==> src/ams_seq_regs.vh <==
/*
  Register offsets, field positions, reset values and timing figures of the
  input multiplexer sequencer.
  Assumes byte addressing on a 32-bit register port, one register per word.
*/
`ifndef AMS_SEQ_REGS_VH
`define AMS_SEQ_REGS_VH

// Byte offsets
`define AMS_SLOT0_OFS       16'h2040
`define AMS_SLOT_END_OFS    16'h2068
`define AMS_CTRL_OFS        16'h2020
`define AMS_STATUS_OFS      16'h2024

// Control register fields
`define AMS_SPF_LSB         0
`define AMS_FLEN_LSB        4
`define AMS_BATT_BIT        6
`define AMS_ALTREQ_BIT      7
`define AMS_CHOP_LSB        8
`define AMS_HIRATE_BIT      10
`define AMS_MIDRATE_BIT     11
`define AMS_DIFFA_BIT       12
`define AMS_DIFFB_BIT       13
`define AMS_CURCHOP_BIT     14
`define AMS_IVL_LSB         16

// Reset values
`define AMS_CTRL_RST        32'h0002_0004
`define AMS_SLOT_RST        4'h0

// Slot list and chop codes
`define AMS_SLOTS           10
`define AMS_CHOP_TOGGLE_ALT 2'b00
`define AMS_CHOP_LOW        2'b01
`define AMS_CHOP_HIGH       2'b10
`define AMS_CHOP_TOGGLE     2'b11

// Slow clock rate and the fastest master clock it is sampled by
`define AMS_SLOW_HZ         32768
`define AMS_MCLK_HZ         40000000

`endif
==> src/ams_seq.v <==
/*
  Input multiplexer sequencer: steps the slot list once per frame, starts one
  filter conversion per slot, stores results into compute-engine RAM, runs
  alternate frames on request or forced by chop mode, and chops the reference.
  Assumes the slow crystal clock arrives as a pin from another domain and the
  filter, RAM and register master all run on mclk.
*/
`timescale 1ns/1ps
`default_nettype none
`include "ams_seq_regs.vh"

// Notes on behaviour
// - Frames start at slot 0 and convert states_per_frame slots, 1 to 10.
// - Slot picks normal select in normal frames, alternate select in alternate.
// - Alternate request rising edge runs one alternate frame at next boundary.
// - A request held for one processor cycle only is still caught.
// - Sequencer steps on the slow clock; each slot starts on its rising edge.
// - Every slot sends a go command to the decimation filter.
// - After filter finished, advance on the next slow rising edge, but not before length + 1 slow cycles.
// - Filter length 0, 1, 2 gives conversions of 1, 2, 3 slow cycles.
// - Rate pair 01 gives 19/22/24 bits, otherwise 18/21/22 bits.
// - Results go to the RAM word fixed by the selected input.
// - Results are stored LSB aligned, shifted left by eight bits.
// - Battery path is on only while battery_measure_enable is set.
// - Control drives mux advance, filter start, chopping, and engine passes.
// - Each current pair has its own differential select bit.
// - Differential chopping swaps the return-tied current pin every frame.
// - One extra slow cycle after last slot: sync high, polarity updated.
// - Chop 01 low, 10 high, 00 toggle plus forced alternate, 11 toggle.
// - Mode 00 skips the toggle just before the forced alternate frame.
// - Compute-engine pass restarts each time slot 0 begins.
module ams_seq (
  // Clock and reset
  input  wire        mclk,
  input  wire        rst,
  // Register port
  input  wire [15:0] reg_addr,
  input  wire [31:0] reg_wdata,
  input  wire        reg_wr,
  input  wire        reg_rd,
  output reg  [31:0] reg_rdata,
  // Slow crystal clock pin
  input  wire        slow_crystal_clock,
  // Decimation filter
  output reg         filter_go,
  output reg  [1:0]  filter_length,
  output reg  [4:0]  result_width,
  input  wire        filter_finished,
  input  wire [23:0] filter_data,
  // Compute-engine RAM and program start
  output reg         ram_we,
  output reg  [3:0]  ram_addr,
  output reg  [31:0] ram_wdata,
  output reg         ce_pass_start,
  // Analog front end
  output reg  [3:0]  mux_select,
  output reg         chop_polarity,
  output reg         frame_sync_pulse,
  output reg         battery_path_enable,
  output reg         phase_a_differential,
  output reg         phase_b_differential,
  output reg         phase_a_return_swap,
  output reg         phase_b_return_swap
);

  localparam [1:0] ST_IDLE = 2'd0;
  localparam [1:0] ST_CONV = 2'd1;
  localparam [1:0] ST_SYNC = 2'd2;

  reg  [31:0] ctrl;
  reg  [3:0]  slot_sel     [0:`AMS_SLOTS-1];
  reg  [3:0]  slot_alt_sel [0:`AMS_SLOTS-1];
  reg         slow_s1;
  reg         slow_s2;
  reg         slow_s3;
  reg  [1:0]  state;
  reg  [3:0]  slot;
  reg         alt_frame;
  reg         alt_pending;
  reg  [7:0]  frame_cnt;
  reg         done_seen;
  reg  [1:0]  conv_cnt;
  reg         cur_phase;
  reg  [3:0]  cur_input;
  integer     i;

  wire        slow_rise = slow_s2 & ~slow_s3;
  wire [3:0]  spf       = ctrl[`AMS_SPF_LSB +: 4];
  wire [1:0]  flen      = ctrl[`AMS_FLEN_LSB +: 2];
  wire [1:0]  chop_mode = ctrl[`AMS_CHOP_LSB +: 2];
  wire [7:0]  ivl       = ctrl[`AMS_IVL_LSB +: 8];
  wire [3:0]  last_slot = (spf == 4'h0) ? 4'h0 :
                          (spf > 4'hA) ? 4'h9 : spf - 4'h1;
  wire [7:0]  ivl_last  = (ivl == 8'h00) ? 8'h00 : ivl - 8'h01;
  wire [7:0]  next_frame_cnt = (frame_cnt >= ivl_last) ? 8'h00 : frame_cnt + 8'h01;
  // The frame count stays that of the running frame until the next start, so
  // at a frame end this also marks the frame just before a forced alternate one
  wire        forced_now  = (chop_mode == `AMS_CHOP_TOGGLE_ALT) && (frame_cnt == ivl_last);
  // Only the 01 rate pair gives the longer results
  wire        rate_long = !ctrl[`AMS_HIRATE_BIT] && ctrl[`AMS_MIDRATE_BIT];
  wire        alt_rise = reg_wr && (reg_addr == `AMS_CTRL_OFS) &&
                         reg_wdata[`AMS_ALTREQ_BIT] && !ctrl[`AMS_ALTREQ_BIT];
  wire        conv_over = (done_seen | filter_finished) && (conv_cnt >= flen);
  // Slot words sit clear of the control word so all ten slots stay reachable
  wire        slot_win = (reg_addr >= `AMS_SLOT0_OFS) && (reg_addr < `AMS_SLOT_END_OFS) &&
                         (reg_addr[1:0] == 2'b00);
  wire        slot_wr  = reg_wr && slot_win;
  wire [3:0]  slot_idx = reg_addr[5:2];
  wire [3:0]  rd_idx   = reg_addr[5:2];

  // Register writes; the request bit is stored so its rising edge can be seen
  always @(posedge mclk or posedge rst) begin
    if (rst) begin
      ctrl <= `AMS_CTRL_RST;
      for (i = 0; i < `AMS_SLOTS; i = i + 1) begin
        slot_sel[i]     <= `AMS_SLOT_RST;
        slot_alt_sel[i] <= `AMS_SLOT_RST;
      end
    end else begin
      if (reg_wr && reg_addr == `AMS_CTRL_OFS) begin
        ctrl <= reg_wdata;
      end
      if (slot_wr && slot_idx < `AMS_SLOTS) begin
        slot_sel[slot_idx]     <= reg_wdata[3:0];
        slot_alt_sel[slot_idx] <= reg_wdata[7:4];
      end
    end
  end

  // Register reads, data in the cycle after the strobe only
  always @(posedge mclk or posedge rst) begin
    if (rst) begin
      reg_rdata <= 32'h0000_0000;
    end else if (reg_rd) begin
      if (reg_addr == `AMS_CTRL_OFS) begin
        reg_rdata <= ctrl;
      end else if (reg_addr == `AMS_STATUS_OFS) begin
        // Width [14:10], state [9:8], pending [6], polarity [5],
        // alternate frame [4], slot [3:0]
        reg_rdata <= {17'h0_0000, result_width, state, 1'b0, alt_pending,
                      chop_polarity, alt_frame, slot};
      end else if (slot_win && rd_idx < `AMS_SLOTS) begin
        reg_rdata <= {24'h00_0000, slot_alt_sel[rd_idx], slot_sel[rd_idx]};
      end else begin
        reg_rdata <= 32'h0000_0000;
      end
    end else begin
      reg_rdata <= 32'h0000_0000;
    end
  end

  // Slow clock pin synchroniser; only the second and third stages are compared
  always @(posedge mclk or posedge rst) begin
    if (rst) begin
      slow_s1 <= 1'b0;
      slow_s2 <= 1'b0;
      slow_s3 <= 1'b0;
    end else begin
      slow_s1 <= slow_crystal_clock;
      slow_s2 <= slow_s1;
      slow_s3 <= slow_s2;
    end
  end

  // Selected input for the slot about to start; a list shortened in
  // mid-frame must not walk past slot 9, hence less-than
  always @* begin
    cur_input = 4'h0;
    if (state == ST_CONV && slot < last_slot) begin
      cur_input = alt_frame ? slot_alt_sel[slot + 4'h1] : slot_sel[slot + 4'h1];
    end else begin
      cur_input = (alt_pending | forced_now) ? slot_alt_sel[0] : slot_sel[0];
    end
  end

  // Sequencer, stepping only on slow clock rising edges
  always @(posedge mclk or posedge rst) begin
    if (rst) begin
      state            <= ST_IDLE;
      slot             <= 4'h0;
      alt_frame        <= 1'b0;
      alt_pending      <= 1'b0;
      frame_cnt        <= 8'h00;
      done_seen        <= 1'b0;
      conv_cnt         <= 2'b00;
      cur_phase        <= 1'b0;
      chop_polarity    <= 1'b0;
      frame_sync_pulse <= 1'b0;
      filter_go        <= 1'b0;
      ce_pass_start    <= 1'b0;
      mux_select       <= 4'h0;
    end else begin
      filter_go     <= 1'b0;
      ce_pass_start <= 1'b0;
      if (filter_finished) begin
        done_seen <= 1'b1;
      end
      // Request is caught on the write itself, so a one-cycle pulse suffices
      if (alt_rise) begin
        alt_pending <= 1'b1;
      end
      if (slow_rise) begin
        case (state)
          ST_IDLE, ST_SYNC: begin
            // Frame boundary: slot 0 starts, engine pass restarts
            frame_sync_pulse <= 1'b0;
            state            <= ST_CONV;
            slot             <= 4'h0;
            alt_frame        <= alt_pending | forced_now;
            frame_cnt        <= next_frame_cnt;
            // A new request in the start cycle wins over the clear
            if (!alt_rise) begin
              alt_pending <= 1'b0;
            end
            mux_select    <= cur_input;
            filter_go     <= 1'b1;
            ce_pass_start <= 1'b1;
            done_seen     <= 1'b0;
            conv_cnt      <= 2'b00;
          end
          ST_CONV: begin
            if (conv_over) begin
              done_seen <= 1'b0;
              conv_cnt  <= 2'b00;
              // At or past the end, so a shortened list still closes the frame
              if (slot >= last_slot) begin
                state            <= ST_SYNC;
                frame_sync_pulse <= 1'b1;
                cur_phase        <= ~cur_phase;
                case (chop_mode)
                  `AMS_CHOP_LOW:    chop_polarity <= 1'b0;
                  `AMS_CHOP_HIGH:   chop_polarity <= 1'b1;
                  `AMS_CHOP_TOGGLE: chop_polarity <= ~chop_polarity;
                  default: begin
                    // Hold polarity into a forced frame so those frames alternate
                    if (!forced_now) begin
                      chop_polarity <= ~chop_polarity;
                    end
                  end
                endcase
              end else begin
                slot       <= slot + 4'h1;
                mux_select <= cur_input;
                filter_go  <= 1'b1;
              end
            end else if (conv_cnt != 2'b11) begin
              conv_cnt <= conv_cnt + 2'b01;
            end
          end
          default: begin
            state <= ST_IDLE;
          end
        endcase
      end
    end
  end

  // Result store: the RAM word is the selected input code
  always @(posedge mclk or posedge rst) begin
    if (rst) begin
      ram_we    <= 1'b0;
      ram_addr  <= 4'h0;
      ram_wdata <= 32'h0000_0000;
    end else begin
      // A finished pulse outside a conversion is stale and must not reach RAM
      ram_we <= filter_finished && (state == ST_CONV);
      if (filter_finished) begin
        ram_addr  <= mux_select;
        ram_wdata <= {filter_data, 8'h00};
      end
    end
  end

  // Front-end controls from the control register; return swaps also follow the frame phase
  always @(posedge mclk or posedge rst) begin
    if (rst) begin
      filter_length        <= 2'b00;
      result_width         <= 5'd18;
      battery_path_enable  <= 1'b0;
      phase_a_differential <= 1'b0;
      phase_b_differential <= 1'b0;
      phase_a_return_swap  <= 1'b0;
      phase_b_return_swap  <= 1'b0;
    end else begin
      filter_length       <= flen;
      battery_path_enable <= ctrl[`AMS_BATT_BIT];
      if (rate_long) begin
        result_width <= (flen == 2'd0) ? 5'd19 : (flen == 2'd1) ? 5'd22 : 5'd24;
      end else begin
        result_width <= (flen == 2'd0) ? 5'd18 : (flen == 2'd1) ? 5'd21 : 5'd22;
      end
      phase_a_differential <= ctrl[`AMS_DIFFA_BIT];
      phase_b_differential <= ctrl[`AMS_DIFFB_BIT];
      // Swap only makes sense in differential mode with chopping on
      phase_a_return_swap <= ctrl[`AMS_DIFFA_BIT] & ctrl[`AMS_CURCHOP_BIT] & cur_phase;
      phase_b_return_swap <= ctrl[`AMS_DIFFB_BIT] & ctrl[`AMS_CURCHOP_BIT] & cur_phase;
    end
  end

endmodule // ams_seq
`default_nettype wire

==> config.mk <==
export PLATFORM = sky130hd
export DESIGN_NAME = ams_seq
export DESIGN_NICKNAME = d
export VERILOG_FILES = /design/src/ams_seq.v
export VERILOG_INCLUDE_DIRS = /design/src /design/src/src
export SDC_FILE = /design/constraint.sdc
export NUM_CORES = 1
export LEC_CHECK = 0
export ABC_AREA = 1
export BUFFER_PORTS_ARGS = -buffer_cell sky130_fd_sc_hd__buf_2
export CORE_ASPECT_RATIO = 2
export CORE_UTILIZATION = 51
export DETAILED_ROUTE_END_ITERATION = 7
export PLACE_DENSITY = 0.82
export SYNTH_ARGS = -nofsm -noshare
export SYNTH_HDL_FRONTEND = slang
export SYNTH_SLANG_ARGS = --single-unit
==> constraint.sdc <==
create_clock -name mclk -period 12.3 [get_ports mclk]
set_input_delay 2.46 -clock mclk [delete_from_list [all_inputs] [get_ports mclk]]
set_output_delay 2.46 -clock mclk [all_outputs]
set_load 0.005 [all_outputs]
## Word level (Yosys, flattened, before mapping)

Cells that the tools add are included.

| word-level totals | value |
|---|---|
| output and inout port bits | 89 |
| bits of input ports | 78 |
| bits in registers | 216 |

| cells by class | value |
|---|---|
| equality and inequality tests | 15 |
| add/subtract/negate cells | 5 |
| reduce and logical (&&, ||, !) cells | 31 |
| order comparisons | 11 |
| muxes and demuxes | 63 |
| bitwise gates (word level) | 12 |

Operator list:

| operator | count |
|---|---|
| 2-to-1 mux 4 bit | 21 |
| bitwise mux 40 bit | 2 |
| binary-select mux 4 bit (select 4 bit) | 4 |
| 2-to-1 mux 32 bit | 2 |
| equality test 16 x 14 -> 1 bit, second input constant | 2 |
| 2-to-1 mux 8 bit | 3 |
| demux 4 bit (select 4 bit) | 1 |
| >= comparator 16 x 14 -> 1 bit, second input constant | 1 |
| < comparator 16 x 14 -> 1 bit, second input constant | 1 |
| case mux 4 bit (2 select lines) | 2 |
| 2-to-1 mux 1 bit | 15 |
| 2-to-1 mux 15 bit | 1 |
| logical AND 1 bit | 14 |
| AND reduction 4 bit | 3 |
| >= comparator 5 bit, second input constant | 2 |
| 2-to-1 mux 2 bit | 5 |
| inverter 4 -> 5 bit | 2 |
| adder 8 x 1 -> 8 bit, second input constant | 1 |
| equality test 8 bit | 1 |
| >= comparator 8 bit | 1 |
| zero test 2 bit | 4 |
| zero test 8 bit | 1 |
| inequality test 2 bit, second input constant | 4 |
| case mux 2 bit (2 select lines) | 2 |
| other kinds (27) | 42 |

## Depth between registers and ports, before layout

| logic depth | value |
|---|---|
| word-level depth | 10 |
| depth in mapped cells | 21 |
| gate-level depth less buffers | 21 |

## Least setup slack after synthesis

Ideal clock, no wire load.

| timing | value |
|---|---|
| path kind | input to register |
| start point | input port reg_addr[4] |
| end point | register slot_alt_sel[33] (netlist name) |
| library setup time | 0.131 ns |
| slack | 8.389 ns |
| stages | 10 |
| data required time | 12.169 ns |
| arrival | 3.780 ns |
| cells stage by stage | buf_6 -> o21ai_2 -> nand3_2 -> nor3_4 -> inv_2 -> nor2_8 -> nand3_4 -> buf_6 -> nand2_1 -> o21ai_2 |

| between the ends | value |
|---|---|
| cells in the longest elaborated chain, start to end | 6 |

Ends and longest elaborated chain:

| item | line | source |
|---|---|---|
| start: declaration | ams_seq.v:37 | `input wire [15:0] reg_addr,` |
| inverter 4 -> 5 bit (not written as such) | ams_seq.v:125 | `slot_alt_sel[slot_idx] <= reg_wdata[7:4];` |
| >= comparator 5 bit (not written as such) or < comparator 5 x 1 -> 1 bit (tied branches) | ams_seq.v:125 |  |
| logical AND 1 bit (not written as such) | ams_seq.v:125 |  |
| 2-to-1 mux 4 bit (not written as such) | ams_seq.v:125 |  |
| demux 4 bit (select 4 bit) | ams_seq.v:125 |  |
| bitwise mux 40 bit | ams_seq.v:125 |  |
| end signal: indexed assignment | ams_seq.v:117 | `` slot_alt_sel[i] <= `AMS_SLOT_RST; `` |
| end signal: indexed assignment | ams_seq.v:125 |  |
| end: declaration | ams_seq.v:72 | `` reg [3:0] slot_alt_sel [0:`AMS_SLOTS-1]; `` |

Parallel ways exist; a longest one is shown, timed or not.
A chain may end at the register's enable or synchronous reset.

## Worst setup path in the final report

| timing | value |
|---|---|
| start point | input port reg_addr[5] |
| end point | register ctrl[6] |

| between the ends | value |
|---|---|
| cells in the longest elaborated chain, start to end | 2 |

Ends and longest elaborated chain:

| item | line | source |
|---|---|---|
| equality test 16 x 14 -> 1 bit (no source line) | - |  |
| logical AND 1 bit (no source line) | - |  |
| end signal: assignment | ams_seq.v:114 | `` ctrl <= `AMS_CTRL_RST; `` |
| end signal: assignment | ams_seq.v:121 | `ctrl <= reg_wdata;` |
| end: declaration | ams_seq.v:70 | `reg [31:0] ctrl;` |

Every way passes these cells.

==> run_results.csv <==
group,metric,value,unit
floorplan,coreArea,20600,um^2
synthesis,ys.flop_type,"dfrtp_1",
synthesis,synth-warning-count,0,
critical_path,crit_chain,"buf_2 -> inv_2 -> nor2_8 -> and3_1 -> nand2_1 -> nor2_2 -> buf_4 -> nand2_1 -> o21ai_0",
cts,numCtsBuffers,20,
timing,fin_crit_sh,37.0,%
floorplan,fp.dieH,207,um
cts,cts_tree,"yes",
routing,drt_wl_total,30.0,mm
routing,drt_iter0_drc,843,
grt,antenna_found_initial,1,
placement,routabilityCongestion,0.988,
status,status,"completed",
placement,placed_cell_area,11600,um^2
critical_path,ff2ff_path_depth,11,
critical_path,cp_data_arrival_time,4940,ps
grt,grt_util_met1,28.2,%
timing,tightest_slew,1170,ps
layout,layout.nets,1563,
job,cap_violations,0,
routing,num_vias,9574,
synthesis,synth_area,10800,um^2
timing,max-slew-margin-rel,21.6,%
layout,final_area,12200,um^2
synthesis,async_flop_share,100,%
cts,cts_hold_buffers,0,
worst_hold_path,whs_path_depth,0,
synthesis,syn_area_per_cell,8.03,um^2
cts,cts_sinks,215,
layout,utilization,59.4,%
layout,area_growth,13.5,%
power,ir_drop,0.0893,mV
critical_path,crit-reg2reg-launch,"slot[0]$_DFFE_PP0P_",
placement,io_buffers,157,
cts,insertion_delay,500,ps
critical_path,endpoint_kind,"flop",
synthesis,ys_seq_elements,215,
cts,clockBufferDepth,3,
synthesis,synthTopCellsByArea,"dfrtp_1, nand2_1, nand3_1",
routing,wire_per_inst,17.2,um
critical_path,slowest_delay,790,ps
routing,via_per_inst,5.49,
timing,setup_tns,0,ps
critical_path,startpoint_type,"input port",
grt,first_global_vias,9390,
floorplan,start_util,52.3,%
timing,hold_viol,0,
critical_path,critPathLaunch,"reg_addr[5]",
synthesis,synthTopCellsByCount,"nand2_1, dfrtp_1, inv_1, nand3_1, nor2_1",
power,powerDensity,131,nW/um^2
timing,slew_viol_final,0,
floorplan,rows,74,
routing,first_pass_iters,5,
critical_path,required,12680,ps
power,p_leak,6.21,nW
grt,grt-busiest-layer,"met2",
critical_path,crit_slowest_cell,"nand2_1",
grt,grt_overflow,0,
timing,finalSetupViolCount,0,
layout,drive_above_1_share,16.3,%
grt,grt_usage,27.6,%
cts,postCtsSetupBuffers,0,
cts,htreeDepth,1,
synthesis,synth-seq-area-share,50.1,%
worst_hold_path,hold_start,"slow_s1$_DFF_PP0_",
cts,ctsResizeCount,0,
timing,rsz0062_at_grt,"false",
worst_hold_path,hp-class,"flop to flop",
synthesis,synth_top_area_share,49.3,%
grt,grt_pass1_wl,47.3,mm
critical_path,worstSetupPathType,"input port to flop",
timing,fin_skew,11.5,ps
cts,path_clk_slew,60,ps
grt,grt_max_degree,134,
grt,use_met3,4.14,%
synthesis,synth.most_common_cell,"nand2_1",
placement,dp_hpwl,21.6,mm
critical_path,crit_top_cell,"nand2_1",
synthesis,syn_inst,1339,
timing,fmax,0.220,GHz
floorplan,pin_count,167,
floorplan,die_area,21700,um^2
grt,grt_use_met2,49.5,%
synthesis,synthDistinctLibCells,40,
synthesis,synth_area_leader_cell,"dfrtp_1",
routing,drc,0,
timing,min_period,4550,ps
synthesis,synth_edf_count,0,
cts,root_buffer,"clkbuf_16",
critical_path,path_max_fanout,39,
routing,drtAntennaViolNets,0,
floorplan,die_w,105,um
[per-stage QoR]
step           total power, W  setup slack [ps]  hold WS [ps]  cells
2_1_floorplan        0.000918              3970           331   1346
3_3_place_gp         0.000987              7410           339   1706
3_5_place_dp         0.000995              7320           340   1706
4_1_cts               0.00160              7800           355   1742
5_1_grt               0.00166              7460           362   1743
6_report              0.00160              7750           353   1743
[sequential cells by signal, summed over array words and instances (netlist names), 2 cells and up]
signal and cells:
filter_length 2, slot_alt_sel 40, result_width 4, reg_rdata 32
state 2, slot_sel 40, frame_cnt 8, ram_addr 4
conv_cnt 2, ram_wdata 24, mux_select 4, ctrl 32
slot 4
[worst max-delay path, delay by kind of cell]
kind	cells	cell delay, ps
buffers and inverters	3	620
AOI/OAI and AO/OA	1	450
and+or+nand+nor	5	1360
[report_power, final]
| part | internal (W) | switching, W |
|---|---|---|
| Combinational | 0.0000722 | 0.000172 |
| Sequential | 0.000728 | 0.0000141 |
| Clock | 0.000342 | 0.000272 |
[layout by cell type (no fill, tap or decap), types with 10 or more instances in the layout]
cell type	n
nand3_1	105
o22ai_1	16
o21ai_0	65
dfrtp_1	212
clkbuf_16	21
nand3_4	10
inv_1	138
buf_2	157
a21oi_1	36
o21ai_1	64
nor2_1	81
ha_1	23
o21ai_2	18
nand2_1	437
[area by class of cell]
class                           instances  area, um^2
Inverter                              145         552
Clock buffer                           32         607
Timing Repair Buffer                  163         831
Sequential cell                       215        5380
Tap cell                              266         333
Antenna cell                            1        2.50
Fill cell                            1880        8350
Clock inverter                          4        36.3
Multi-Input combinational cell        917        4460
[layer usage]
| metal | wire length (um) | vias up |
|---|---|---|
| met4 | 2310 | 0 |
| met2 | 15700 | 461 |
| li1 | - | 4507 |
| met3 | 1850 | 129 |
| met1 | 10100 | 4477 |
| met5 | 0 | - |
[cells by family after synthesis]
logic type      after synthesis  synth area share [%]
simple gates                662                  26.6
flops                       215                  50.1
compound gates              216                  11.3
other cells                   2                0.0698
fa+ha+maj                    23                  2.68
buf+inv                     214                  8.70
xor+xnor                      7                 0.570
[path summary, 6_finish.rpt]
path                                             endpoint  slack [ps]
worst min register to register          slow_s2$_DFF_PP0_         350
min in group asynchronous       ram_wdata[29]$_DFFE_PP0P_        2150
worst max-delay path                  ctrl[6]$_DFFE_PP0P_        7750
max in group asynchronous            ctrl[19]$_DFFE_PP0P_        8470
worst max register to register  mux_select[0]$_DFFE_PP0P_        9020
worst min-delay path                    slow_s2$_DFF_PP0_         350
No activity file was read; power rests on OpenSTA's default activity.
